## config.mk

```make
export PLATFORM = sky130hd
export DESIGN_NAME = estc_top
export DESIGN_NICKNAME = d
export VERILOG_FILES = /design/src/estc_pkg.sv /design/src/estc_top.sv /design/src/estc_syn_fmt.sv
export SDC_FILE = /design/constraint.sdc
export NUM_CORES = 1
export LEC_CHECK = 0
export ABC_AREA = 1
export BUFFER_PORTS_ARGS = -buffer_cell sky130_fd_sc_hd__buf_2
export CAP_MARGIN = 20
export CORE_UTILIZATION = 46
export DETAILED_ROUTE_END_ITERATION = 8
export GPL_TIMING_DRIVEN = 0
export PLACE_DENSITY = 0.77
export REMOVE_ABC_BUFFERS = 1
export SYNTH_ARGS = -nofsm -noshare
export SYNTH_HDL_FRONTEND = slang
export SYNTH_SLANG_ARGS = --single-unit
```

## constraint.sdc

```tcl
create_clock -name CORE_CLK -period 1 [get_ports CORE_CLK]
set_input_delay 0.15 -clock CORE_CLK [delete_from_list [all_inputs] [get_ports CORE_CLK]]
set_output_delay 0.15 -clock CORE_CLK [all_outputs]
set_load 0.05 [all_outputs]
```

## src/estc_pkg.sv

```systemverilog
// estc_pkg: field positions, exception classes and access codes for the
// exception syndrome and hypervisor trap control block.
// assumes a single core clock domain; no bus, registers reached by a port.
package estc_pkg;
    // register select codes on the system register access port
    localparam logic [2:0] SEL_SYN1 = 3'h0;
    localparam logic [2:0] SEL_SYN2 = 3'h1;
    localparam logic [2:0] SEL_SYN3 = 3'h2;
    localparam logic [2:0] SEL_AUXHYP = 3'h3;
    localparam logic [2:0] SEL_HYPCFG = 3'h4;
    localparam logic [2:0] SEL_ERRSTAT = 3'h5;
    // syndrome field layout
    localparam int EC_LSB = 26;
    localparam int EC_W = 6;
    localparam int IL_BIT = 25;
    localparam int PAYLOAD_W = 25;
    localparam int EA_BIT = 9;
    localparam int IDS_BIT = 24;
    localparam int AET_LSB = 10;
    localparam int AET_W = 3;
    // exception classes
    localparam logic [5:0] EC_UNKNOWN = 6'h00;
    localparam logic [5:0] EC_PTR_AUTH = 6'h09;
    localparam logic [5:0] EC_SYSREG = 6'h18;
    localparam logic [5:0] EC_INSTR_ABORT_LO = 6'h20;
    localparam logic [5:0] EC_INSTR_ABORT = 6'h21;
    localparam logic [5:0] EC_PC_ALIGN = 6'h22;
    localparam logic [5:0] EC_DATA_ABORT_LO = 6'h24;
    localparam logic [5:0] EC_DATA_ABORT = 6'h25;
    localparam logic [5:0] EC_SP_ALIGN = 6'h26;
    localparam logic [5:0] EC_ILLEGAL_STATE = 6'h0E;
    localparam logic [5:0] EC_SERROR = 6'h2F;
    localparam int ISV_BIT = 24;
    // error type codes
    localparam logic [2:0] AET_UNCONTAINABLE = 3'h0;
    localparam logic [2:0] AET_UNRECOVERABLE = 3'h1;
    // hypervisor configuration fields
    localparam int HC_PTR_AUTH = 41;
    localparam int HC_KEY_TRAP = 40;
    localparam int HC_EXEC_STATE = 31;
    localparam int HC_HYP_CALL_DIS = 29;
    localparam int HC_ROUTE_GEN = 27;
    localparam int HC_ID3_TRAP = 18;
    localparam int HC_HOST_EXT = 34;
    localparam int HC_AMO = 5;
    localparam int HC_IMO = 4;
    localparam int HC_FMO = 3;
    // bits that are reserved zero or reserved one
    localparam logic [63:0] HC_RSVD0_MASK = 64'hFFFF_FC80_2000_0000;
    localparam logic [63:0] HC_RSVD1_MASK = 64'h0000_0000_8000_0000;
    // exception levels and error record select
    localparam logic [1:0] EL0 = 2'h0;
    localparam logic [1:0] EL1 = 2'h1;
    localparam logic [1:0] EL2 = 2'h2;
    localparam logic [1:0] EL3 = 2'h3;
    localparam logic ERRSEL_CORE = 1'b0;
    localparam logic ERRSEL_SHARED = 1'b1;
    // exception kind of a captured event
    typedef enum logic [1:0] {
        EVT_SYNC, EVT_SERR_VIRT, EVT_SERR_PHYS
    } estc_evt_t;
endpackage

```

## src/estc_top.sv

```systemverilog
// estc_top: exception syndrome registers and hypervisor trap control.
// assumes a system register port in the core clock domain and a core
// that reports taken exceptions and the current level and world.
`timescale 1ns/1ps
module estc_top
    import estc_pkg::*;
#(
    parameter bit HAS_EL2 = 1'b1
) (
    // clock and reset
    input wire logic CORE_CLK,
    input wire logic RESET_N,
    input wire logic CLK_EN,
    // system register access
    input wire logic REG_WR,
    input wire logic REG_RD,
    input wire logic [2:0] REG_SEL,
    input wire logic [63:0] REG_WDATA,
    output logic [63:0] REG_RDATA,
    // core state
    input wire logic [1:0] CUR_EL,
    input wire logic MONITOR_WORLD_SELECT,
    input wire logic PTR_AUTH_ENABLED,
    input wire logic STAGE1_MMU_ON_BIT,
    input wire logic ERROR_RECORD_SELECT,
    input wire logic [24:0] VIRT_SERR_SYN,
    input wire logic [63:0] CORE_ERR_STATUS,
    input wire logic [63:0] SHARED_ERR_STATUS,
    // exception reporting
    input wire logic EXC_TAKE,
    input wire logic [1:0] EXC_TARGET_EL,
    input wire logic [1:0] EXC_KIND,
    input wire logic [5:0] EXC_CLASS,
    input wire logic EXC_LEN32,
    input wire logic [24:0] EXC_PAYLOAD,
    input wire logic EXC_AET_UNREC,
    // instruction classification for trap checks
    input wire logic INSTR_PTR_AUTH,
    input wire logic INSTR_KEY_ACCESS,
    input wire logic INSTR_ID3_READ,
    input wire logic INSTR_ERET_TO_EL1,
    // trap decisions
    output logic TRAP_TO_EL2,
    output logic [5:0] TRAP_CLASS,
    output logic ILLEGAL_RETURN,
    output logic ROUTE_EL1_TO_EL2,
    output logic EFF_STAGE1_MMU_ON,
    output logic EFF_FIQ_ROUTE_OVERRIDE,
    output logic EFF_IRQ_ROUTE_OVERRIDE,
    output logic EFF_SERROR_ROUTE_OVERRIDE,
    output logic VIRT_IRQ_ENABLE
);
    logic [31:0] syndrome_reg_level1;
    logic [31:0] syndrome_reg_level2;
    logic [31:0] syndrome_reg_level3;
    logic [63:0] hyp_config_reg;
    logic [63:0] rdata;

    wire logic [31:0] syn_word;
    wire logic [63:0] hyp_wr_value;
    wire logic [63:0] hyp_view;
    wire logic hyp_wr;
    wire logic route_gen;
    wire logic nonsecure;
    wire logic at_el0;
    wire logic at_el1;
    wire logic ptr_trap;
    wire logic key_trap;
    wire logic id3_trap;
    wire logic [63:0] err_view;
    wire logic [63:0] next_rdata;

    function automatic logic [63:0] fix_hyp(input logic [63:0] v);
        fix_hyp = (v & ~HC_RSVD0_MASK) | HC_RSVD1_MASK;
    endfunction

    estc_syn_fmt u_fmt (
        .evt_kind(EXC_KIND),
        .evt_class(EXC_CLASS),
        .evt_len32(EXC_LEN32),
        .evt_payload(EXC_PAYLOAD),
        .evt_aet_unrec(EXC_AET_UNREC),
        .virt_serr_syn(VIRT_SERR_SYN),
        .syn_word(syn_word)
    );

    // capture of the syndrome per target level
    always_ff @(posedge CORE_CLK or negedge RESET_N) begin
        if (!RESET_N) begin
            syndrome_reg_level1 <= 32'h0000_0000;
        end else if (CLK_EN) begin
            if (EXC_TAKE && EXC_TARGET_EL == EL1) begin
                syndrome_reg_level1 <= syn_word;
            end else if (REG_WR && REG_SEL == SEL_SYN1) begin
                syndrome_reg_level1 <= REG_WDATA[31:0];
            end
        end
    end

    // level 2/3 and hypervisor config are not reset on purpose; software
    // must initialise them before use
    always_ff @(posedge CORE_CLK) begin
        if (CLK_EN) begin
            if (EXC_TAKE && EXC_TARGET_EL == EL2) begin
                syndrome_reg_level2 <= syn_word;
            end else if (REG_WR && REG_SEL == SEL_SYN2) begin
                syndrome_reg_level2 <= REG_WDATA[31:0];
            end
            if (EXC_TAKE && EXC_TARGET_EL == EL3) begin
                syndrome_reg_level3 <= syn_word;
            end else if (REG_WR && REG_SEL == SEL_SYN3) begin
                syndrome_reg_level3 <= REG_WDATA[31:0];
            end
            if (hyp_wr) begin
                hyp_config_reg <= hyp_wr_value;
            end
        end
    end

    assign hyp_wr = REG_WR && REG_SEL == SEL_HYPCFG && HAS_EL2;
    assign hyp_wr_value = fix_hyp(REG_WDATA);
    assign hyp_view = HAS_EL2 ? fix_hyp(hyp_config_reg)
                              : 64'h0000_0000_0000_0000;

    // routing read straight from the register each cycle, so a write
    // takes effect next cycle with nothing cached to flush
    assign nonsecure = MONITOR_WORLD_SELECT;
    assign route_gen = HAS_EL2 && hyp_view[HC_ROUTE_GEN]
                       && nonsecure;
    assign at_el0 = CUR_EL == EL0;
    assign at_el1 = CUR_EL == EL1;

    // trap bit low selects trapping for pointer auth and key access; the ID3 trap bit high selects trapping
    assign ptr_trap = HAS_EL2 && nonsecure && INSTR_PTR_AUTH &&
        !hyp_view[HC_PTR_AUTH] &&
        ((at_el0 && (!hyp_view[HC_ROUTE_GEN] || !hyp_view[HC_HOST_EXT]))
         || (at_el1 && PTR_AUTH_ENABLED));
    assign key_trap = HAS_EL2 && nonsecure && at_el1 && INSTR_KEY_ACCESS &&
        !hyp_view[HC_KEY_TRAP];
    assign id3_trap = HAS_EL2 && nonsecure && at_el1 && INSTR_ID3_READ &&
        hyp_view[HC_ID3_TRAP];

    assign TRAP_TO_EL2 = ptr_trap || key_trap || id3_trap;
    assign TRAP_CLASS = ptr_trap ? EC_PTR_AUTH :
                        key_trap ? EC_SYSREG :
                        id3_trap ? EC_SYSREG : EC_UNKNOWN;

    assign ROUTE_EL1_TO_EL2 = route_gen;
    assign EFF_STAGE1_MMU_ON = STAGE1_MMU_ON_BIT && !route_gen;
    assign EFF_FIQ_ROUTE_OVERRIDE = hyp_view[HC_FMO] || route_gen;
    assign EFF_IRQ_ROUTE_OVERRIDE = hyp_view[HC_IMO] || route_gen;
    assign EFF_SERROR_ROUTE_OVERRIDE = hyp_view[HC_AMO] ||
                                       route_gen;
    assign VIRT_IRQ_ENABLE = HAS_EL2 && !route_gen;
    assign ILLEGAL_RETURN = INSTR_ERET_TO_EL1 && route_gen;

    assign err_view = (ERROR_RECORD_SELECT == ERRSEL_SHARED) ?
        SHARED_ERR_STATUS : CORE_ERR_STATUS;

    // reads show the stored value, not an overridden one
    assign next_rdata =
        (REG_SEL == SEL_SYN1) ? {32'h0000_0000, syndrome_reg_level1} :
        (REG_SEL == SEL_SYN2) ? {32'h0000_0000, syndrome_reg_level2} :
        (REG_SEL == SEL_SYN3) ? {32'h0000_0000, syndrome_reg_level3} :
        (REG_SEL == SEL_AUXHYP) ? 64'h0000_0000_0000_0000 :
        (REG_SEL == SEL_HYPCFG) ? hyp_view :
        (REG_SEL == SEL_ERRSTAT) ? err_view :
        64'h0000_0000_0000_0000;

    always_ff @(posedge CORE_CLK or negedge RESET_N) begin
        if (!RESET_N) begin
            rdata <= 64'h0000_0000_0000_0000;
        end else if (CLK_EN && REG_RD) begin
            rdata <= next_rdata;
        end
    end
    assign REG_RDATA = rdata;
endmodule // estc_top

```

## src/estc_syn_fmt.sv

```systemverilog
// estc_syn_fmt: builds the 32-bit syndrome word for an exception taken.
// assumes the exception source gives class, length, payload and kind.
`timescale 1ns/1ps
module estc_syn_fmt
    import estc_pkg::*;
(
    // event description
    input wire logic [1:0] evt_kind,
    input wire logic [5:0] evt_class,
    input wire logic evt_len32,
    input wire logic [24:0] evt_payload,
    input wire logic evt_aet_unrec,
    input wire logic [24:0] virt_serr_syn,
    // formatted word
    output logic [31:0] syn_word
);
    wire logic force_il;
    wire logic il;
    wire logic [24:0] sync_payload;
    wire logic [24:0] phys_payload;
    wire logic [24:0] payload;
    wire logic is_data_abort;
    wire logic [2:0] error_type_field;

    assign is_data_abort = (evt_class == EC_DATA_ABORT) ||
                           (evt_class == EC_DATA_ABORT_LO);
    // SError kinds, and classes whose length is always reported as 32-bit (data aborts only with ISV clear)
    assign force_il = (evt_kind != EVT_SYNC) ||
                      (evt_class == EC_INSTR_ABORT) ||
                      (evt_class == EC_INSTR_ABORT_LO) ||
                      (evt_class == EC_PC_ALIGN) ||
                      (evt_class == EC_SP_ALIGN) ||
                      (is_data_abort && !evt_payload[ISV_BIT]) ||
                      (evt_class == EC_ILLEGAL_STATE) ||
                      (evt_class == EC_UNKNOWN);
    assign il = force_il ? 1'b1 : evt_len32;
    // external abort bit reads zero on synchronous data aborts
    assign sync_payload = is_data_abort ?
        (evt_payload & ~(25'h1 << EA_BIT)) : evt_payload;
    assign error_type_field = evt_aet_unrec ? AET_UNRECOVERABLE
                               : AET_UNCONTAINABLE;
    assign phys_payload = (evt_payload
        & ~(25'h1 << IDS_BIT) & ~(25'h1 << EA_BIT)
        & ~(25'h7 << AET_LSB)) | {12'h000, error_type_field, 10'h000};
    assign payload = (evt_kind == EVT_SERR_VIRT) ? virt_serr_syn :
                     (evt_kind == EVT_SERR_PHYS) ? phys_payload :
                     sync_payload;
    assign syn_word = {evt_class, il, payload};
endmodule // estc_syn_fmt

```

; ---- Word level (Yosys, flattened, before mapping)
; Cells that the tools add are included.
[word_totals]
input_bits = 273
register_bits = 199
[op_classes]
n_eq_ne = 18
bitwise = 1
mux = 21
reduce_logical = 54
[ops]
columns = cell, n
row1 = $mux W64, 7
row2 = $mux W32, 6
row3 = $mux W25, 2
row4 = $eq A6 B6 Y1 const B, 6
row5 = $or A24 B11 Y24, 1
row6 = $logic_and A1 B1 Y1, 22
row7 = $logic_or A1 B1 Y1, 15
row8 = $mux W5, 3
row9 = $mux W10, 1
row10 = $reduce_and A2 Y1, 4
row11 = $reduce_bool A2 Y1, 4
row12 = $eq A2 B1 Y1 const B, 3
row13 = $eq A2 B2 Y1 const B, 3
row14 = $eq A3 B2 Y1 const B, 2
row15 = $eq A3 B3 Y1 const B, 2
row16 = $eq A6 B4 Y1 const B, 1
row17 = $logic_not A1 Y1, 6
row18 = $logic_not A6 Y1, 1
row19 = $eq A3 B1 Y1 const B, 1
row20 = $logic_not A3 Y1, 1
row21 = $logic_not A2 Y1, 1
row22 = $mux W1, 2

; ---- Longest topological paths before layout
[depth]
word_depth = 10
depth_mapped = 9
mapped_depth_nobuf = 9

; ---- Cells and area by module
; From an unflattened synthesis, not the netlist that was laid out.
[unflattened]
hier_cells = 1314
area_unflattened_um2 = 10570.1
[by_module_without_submodules]
columns = mod, instances, area_per_inst_um2, seq_area_each_um2, cells_each
row1 = estc_top, 1, 10070.9, 5495.3, 1202
row2 = estc_syn_fmt, 1, 499.2, 0.0, 112

; ---- Worst setup path after synthesis
; No wires, ideal clock.
[synth_path]
kind = input to register
from = in REG_SEL[2]
to = reg hyp_config_reg[0] (enable)
path_slack_ns = -2.714
setup_ns = 0.484
t_required_ns = 0.516
cell_stages = 4
arrival_time_ns = 3.230
path_cell_list = inv_2 buf_2 buf_2 nor3_1
[synth_via]
elab_chain_len = 3
[synth_lines]
columns = item, line
row1 = "start, declared", estc_top.sv:17  ; input wire logic [2:0] REG_SEL,
row2 = $eq A3 B3 Y1, estc_top.sv:120  ; assign hyp_wr = REG_WR && REG_SEL == SEL_HYPCFG && HAS_EL2;
row3 = $logic_and A1 B1 Y1, estc_top.sv:120
row4 = $reduce_and A2 Y1 (no source line), n/a
row5 = "end signal, assigned", estc_top.sv:115  ; hyp_config_reg <= hyp_wr_value;
row6 = "end, declared", estc_top.sv:56  ; logic [63:0] hyp_config_reg;
; No other way between the ends.
; A chain may end at the register's enable or synchronous reset.

; ---- Worst setup path in the final report
[layout_path]
from = reg hyp_config_reg[27]
to = out TRAP_CLASS[4]
[layout_via]
elab_chain_len = 6
[layout_lines]
columns = item, line
row1 = $logic_not A1 Y1, estc_top.sv:136  ; ((at_el0 && (!hyp_view[HC_ROUTE_GEN] || !hyp_view[HC_HOST_EXT]))
row2 = $logic_or A1 B1 Y1, estc_top.sv:136
row3 = $logic_and A1 B1 Y1, estc_top.sv:136
row4 = $logic_or A1 B1 Y1, estc_top.sv:137  ; || (at_el1 && PTR_AUTH_ENABLED));
row5 = $logic_and A1 B1 Y1, estc_top.sv:135  ; !hyp_view[HC_PTR_AUTH] &&
row6 = $mux W5, estc_top.sv:144  ; assign TRAP_CLASS = ptr_trap ? EC_PTR_AUTH :
row7 = "end, declared", estc_top.sv:44  ; output logic [5:0] TRAP_CLASS,
; No other way between the ends.

==> flow_metrics.py <==
metrics = {
    "setup_path": {
        "critPathKind": "flip-flop to output port",
        "r2r_slack_ns": -0.03,
        "critical_path.max_stage_delay_ns": 0.50,
        "required_ns": 0.85,
        "startpoint_type": "flip-flop",
        "cp.arrival_ns": 1.56,
        "slowest_stage": "edfxtp_1",
        "worst_r2r_path_depth": 4,
        "timing.rr.start": "hyp_config_reg[27]",
        "cp_cell_sequence": "a31oi_1 > nand2_1 > inv_1 > nor2_1 > buf_6",
        "endpoint_kind": "output port",
        "regToRegEndpoint": "REG_RDATA[27]",
        "cp_max_fo": 3,
    },
    "sta": {
        "hold_viol": 36,
        "tightest_slew_ns": 0.593,
        "whs_ns": -0.305,
        "slew_headroom_pct": 60.5,
        "rsz0062_at_grt": "true",
        "period_minus_slack_ns": 1.71,
        "fmax_mhz": 586,
        "skew_ns": 0.0111,
        "finalSetupViolCount": 98,
        "worst_slack_ns": -0.708,
        "fin_crit_sh_pct": 171,
        "maxSlewViolCount": 0,
    },
    "finish": {
        "post-route-util_pct": 71.6,
        "finalInstanceArea_sq_mm": 0.0157,
        "drive_gt1_share_pct": 32.0,
        "syn2layout_area_growth_pct": 52.0,
        "nNetsFinal": 1961,
        "final_cells": 1986,
        "largest_register_ffs": 64,
        "nFillCells": 1522,
    },
    "clock_tree": {
        "cts.path.max_buffers": 2,
        "cts.clk_slew.worst_paths_ns": 0.08,
        "tritoncts": "yes",
        "hold_buffers": 47,
        "insertion_delay_ns": 0.44,
        "clkSinkCount": 199,
        "cts-root-buf": "clkbuf_16",
        "cts_made_buffers": 17,
        "cts_max_level": 4,
    },
    "grt": {
        "overflow": 0,
        "grt_pass1_vias": 10900,
        "grt_pass1_wl_um": 60700,
        "grtUsageTotal_pct": 36.2,
        "grt_max_degree": 66,
        "antenna_found_initial": 5,
    },
    "route": {
        "first_iter_violations": 1233,
        "vias": 11600,
        "drtPass1Iterations": 6,
        "drc": 0,
        "drt-total-wl_um": 45100,
        "route.met3.wl_um": 5080,
        "top_layer": "met5",
        "dr_wl_met2_um": 21700,
        "postRouteAntennaNets": 0,
        "via_per_inst": 5.84,
        "detail_route.wl_per_cell_um": 22.7,
        "wl_met1_um": 15700,
    },
    "synth": {
        "synth-edff-count": 103,
        "yosysTopAreaCell": "edfxtp_1",
        "yosys.cell_types.count": 30,
        "yosysTopAreaCellShare_pct": 30.0,
        "ys_seq_area_share_pct": 53.3,
        "synth.cell_area_sq_mm": 0.0103,
        "synth_seq_cells": 199,
        "synth-main-ff-cell": "edfxtp_1",
        "synth_area_leaders": "edfxtp_1, dfrtp_1, nand2_1",
        "async_flop_share_pct": 48.2,
        "synth_cells": 1254,
        "ys_warn_count": 0,
        "yosysMostFrequentCell": "nand2_1",
        "postSynthAreaPerCell_sq_um": 8.22,
        "synthTopCellsByCount": "nand2_1, o21ai_0, edfxtp_1",
    },
    "floorplanning": {
        "die-area_sq_mm": 0.0230,
        "die_h_um": 152,
        "rows": 54,
        "coreArea_sq_mm": 0.0219,
        "top_level_ports": 351,
        "initial_core_util_pct": 47.1,
        "die_x_um": 152,
    },
    "min_path": {
        "hold_class": "input port to asynchronous set/reset pin",
    },
    "place": {
        "placed_area_sq_mm": 0.0123,
        "dp.final_hpwl_um": 21500,
        "place_inst": 1792,
        "dp_worst_setup_slack_ns": -1.75,
        "gp_congestion": 0.827,
        "io_buffers": 324,
    },
    "status": {
        "violations": "hold timing, setup timing",
        "outcome": "finished with violations",
    },
    "power": {
        "p_per_area_mw_per_mm2": 1420,
        "irDropWorstVdd_v": 0.000907,
        "power_leakage_uw": 0.00775,
    },
    "run": {
        "maxCapViolations": 0,
    },
}
==> where the power goes <==
part / switching [uW] / total, uW / internal, uW
clock: 3390 / 6730 / 3340
sequential: 417 / 9790 / 9370
combinational: 3460 / 5800 / 2340
==> routing by layer <==
| metal | vias to the layer above | global-route usage, % |
|---|---|---|
| met5 | - | 0 |
| met4 | 2 | 22.5 |
| met3 | 221 | 7.34 |
| met2 | 914 | 60.3 |
| met1 | 5379 | 42.8 |
| li1 | 5088 | - |
==> what timing repair did <==
action	CTS	global route
buffers inserted	58	28
resized for setup	289	50
endpoints found under the hold margin	88	36
cloned	18	8
pin swaps	15	18
setup endpoints to repair	338	239
==> per-stage QoR <==
step	setup TNS [ns]	total power, uW
global route	-18.81	23000
detailed placement	-335.67	14000
global placement	-1204.23	13700
finish	-16.94	22300
floorplan	-489.07	12200
CTS	-16.90	21800
==> worst max path at each step <==
stage	start	endpoint	slack [ns]
2_1_floorplan	EXC_TAKE	syndrome_reg_level3[0]	-3.28
3_3_place_gp	EXC_TAKE	syndrome_reg_level3[23]	-6.64
3_5_place_dp	EXC_TAKE	syndrome_reg_level1[18]	-1.75
4_1_cts	hyp_config_reg[41]	TRAP_CLASS[4]	-0.71
5_1_grt	hyp_config_reg[41]	TRAP_CLASS[4]	-0.76
6_report	hyp_config_reg[27]	TRAP_CLASS[4]	-0.71
==> final cells by class <==
class,instances,area (sq um),share of cell area [%]
multi-input cells,923,4760,30.4
inverters,61,317,2.02
clock inverters,13,113,0.718
well taps,280,350,2.24
repair inverters,2,15.0,0.0958
clock buffers,19,443,2.83
repair buffers,484,4170,26.6
diodes,5,12.5,0.0798
flip-flops and latches,199,5500,35.1
==> logic make-up (layout without fill, tap and decap cells) <==
| family | after synthesis | after routing | share of synthesized area, % |
|---|---|---|---|
| buffers and inverters | 146 | 579 | 6.04 |
| and+or+nand+nor | 649 | 661 | 25.5 |
| other | 1 | 8 | 0.0364 |
| DFF | 199 | 199 | 53.3 |
| muxes | 23 | 23 | 2.23 |
| AOI/OAI and AO/OA | 236 | 236 | 12.9 |
==> critical path, delay by kind of cell (launching register included) <==
family | cells | cell delay (ns)
buffers and inverters | 2 | 0.24
AND/OR/NAND/NOR | 2 | 0.17
AO/OA/AOI/OAI | 1 | 0.22
flip-flops | 1 | 0.50
==> cell usage in the layout (no fill, tap or decap), types with 4 or more instances in the layout <==
cell	count
buf_8	9
o21ai_2	17
inv_6	4
nor2_1	27
a22oi_1	5
nand4_1	30
dfrtp_1	96
o21bai_1	30
clkinv_4	4
mux2i_1	23
a31oi_1	8
nand2_4	6
dlygate4sd3_1	47
buf_4	72
buf_6	80
inv_8	6
a21oi_1	4
inv_4	4
o21ai_1	30
clkbuf_16	22
o21ai_0	117
inv_1	50
o211ai_1	15
nor2_4	9
bufbuf_16	5
buf_16	11
nand2_8	11
buf_2	238
diode_2	5
edfxtp_1	103
nand2_1	488
nand3_1	74
buf_12	17
(Power assumes the default switching activity.)
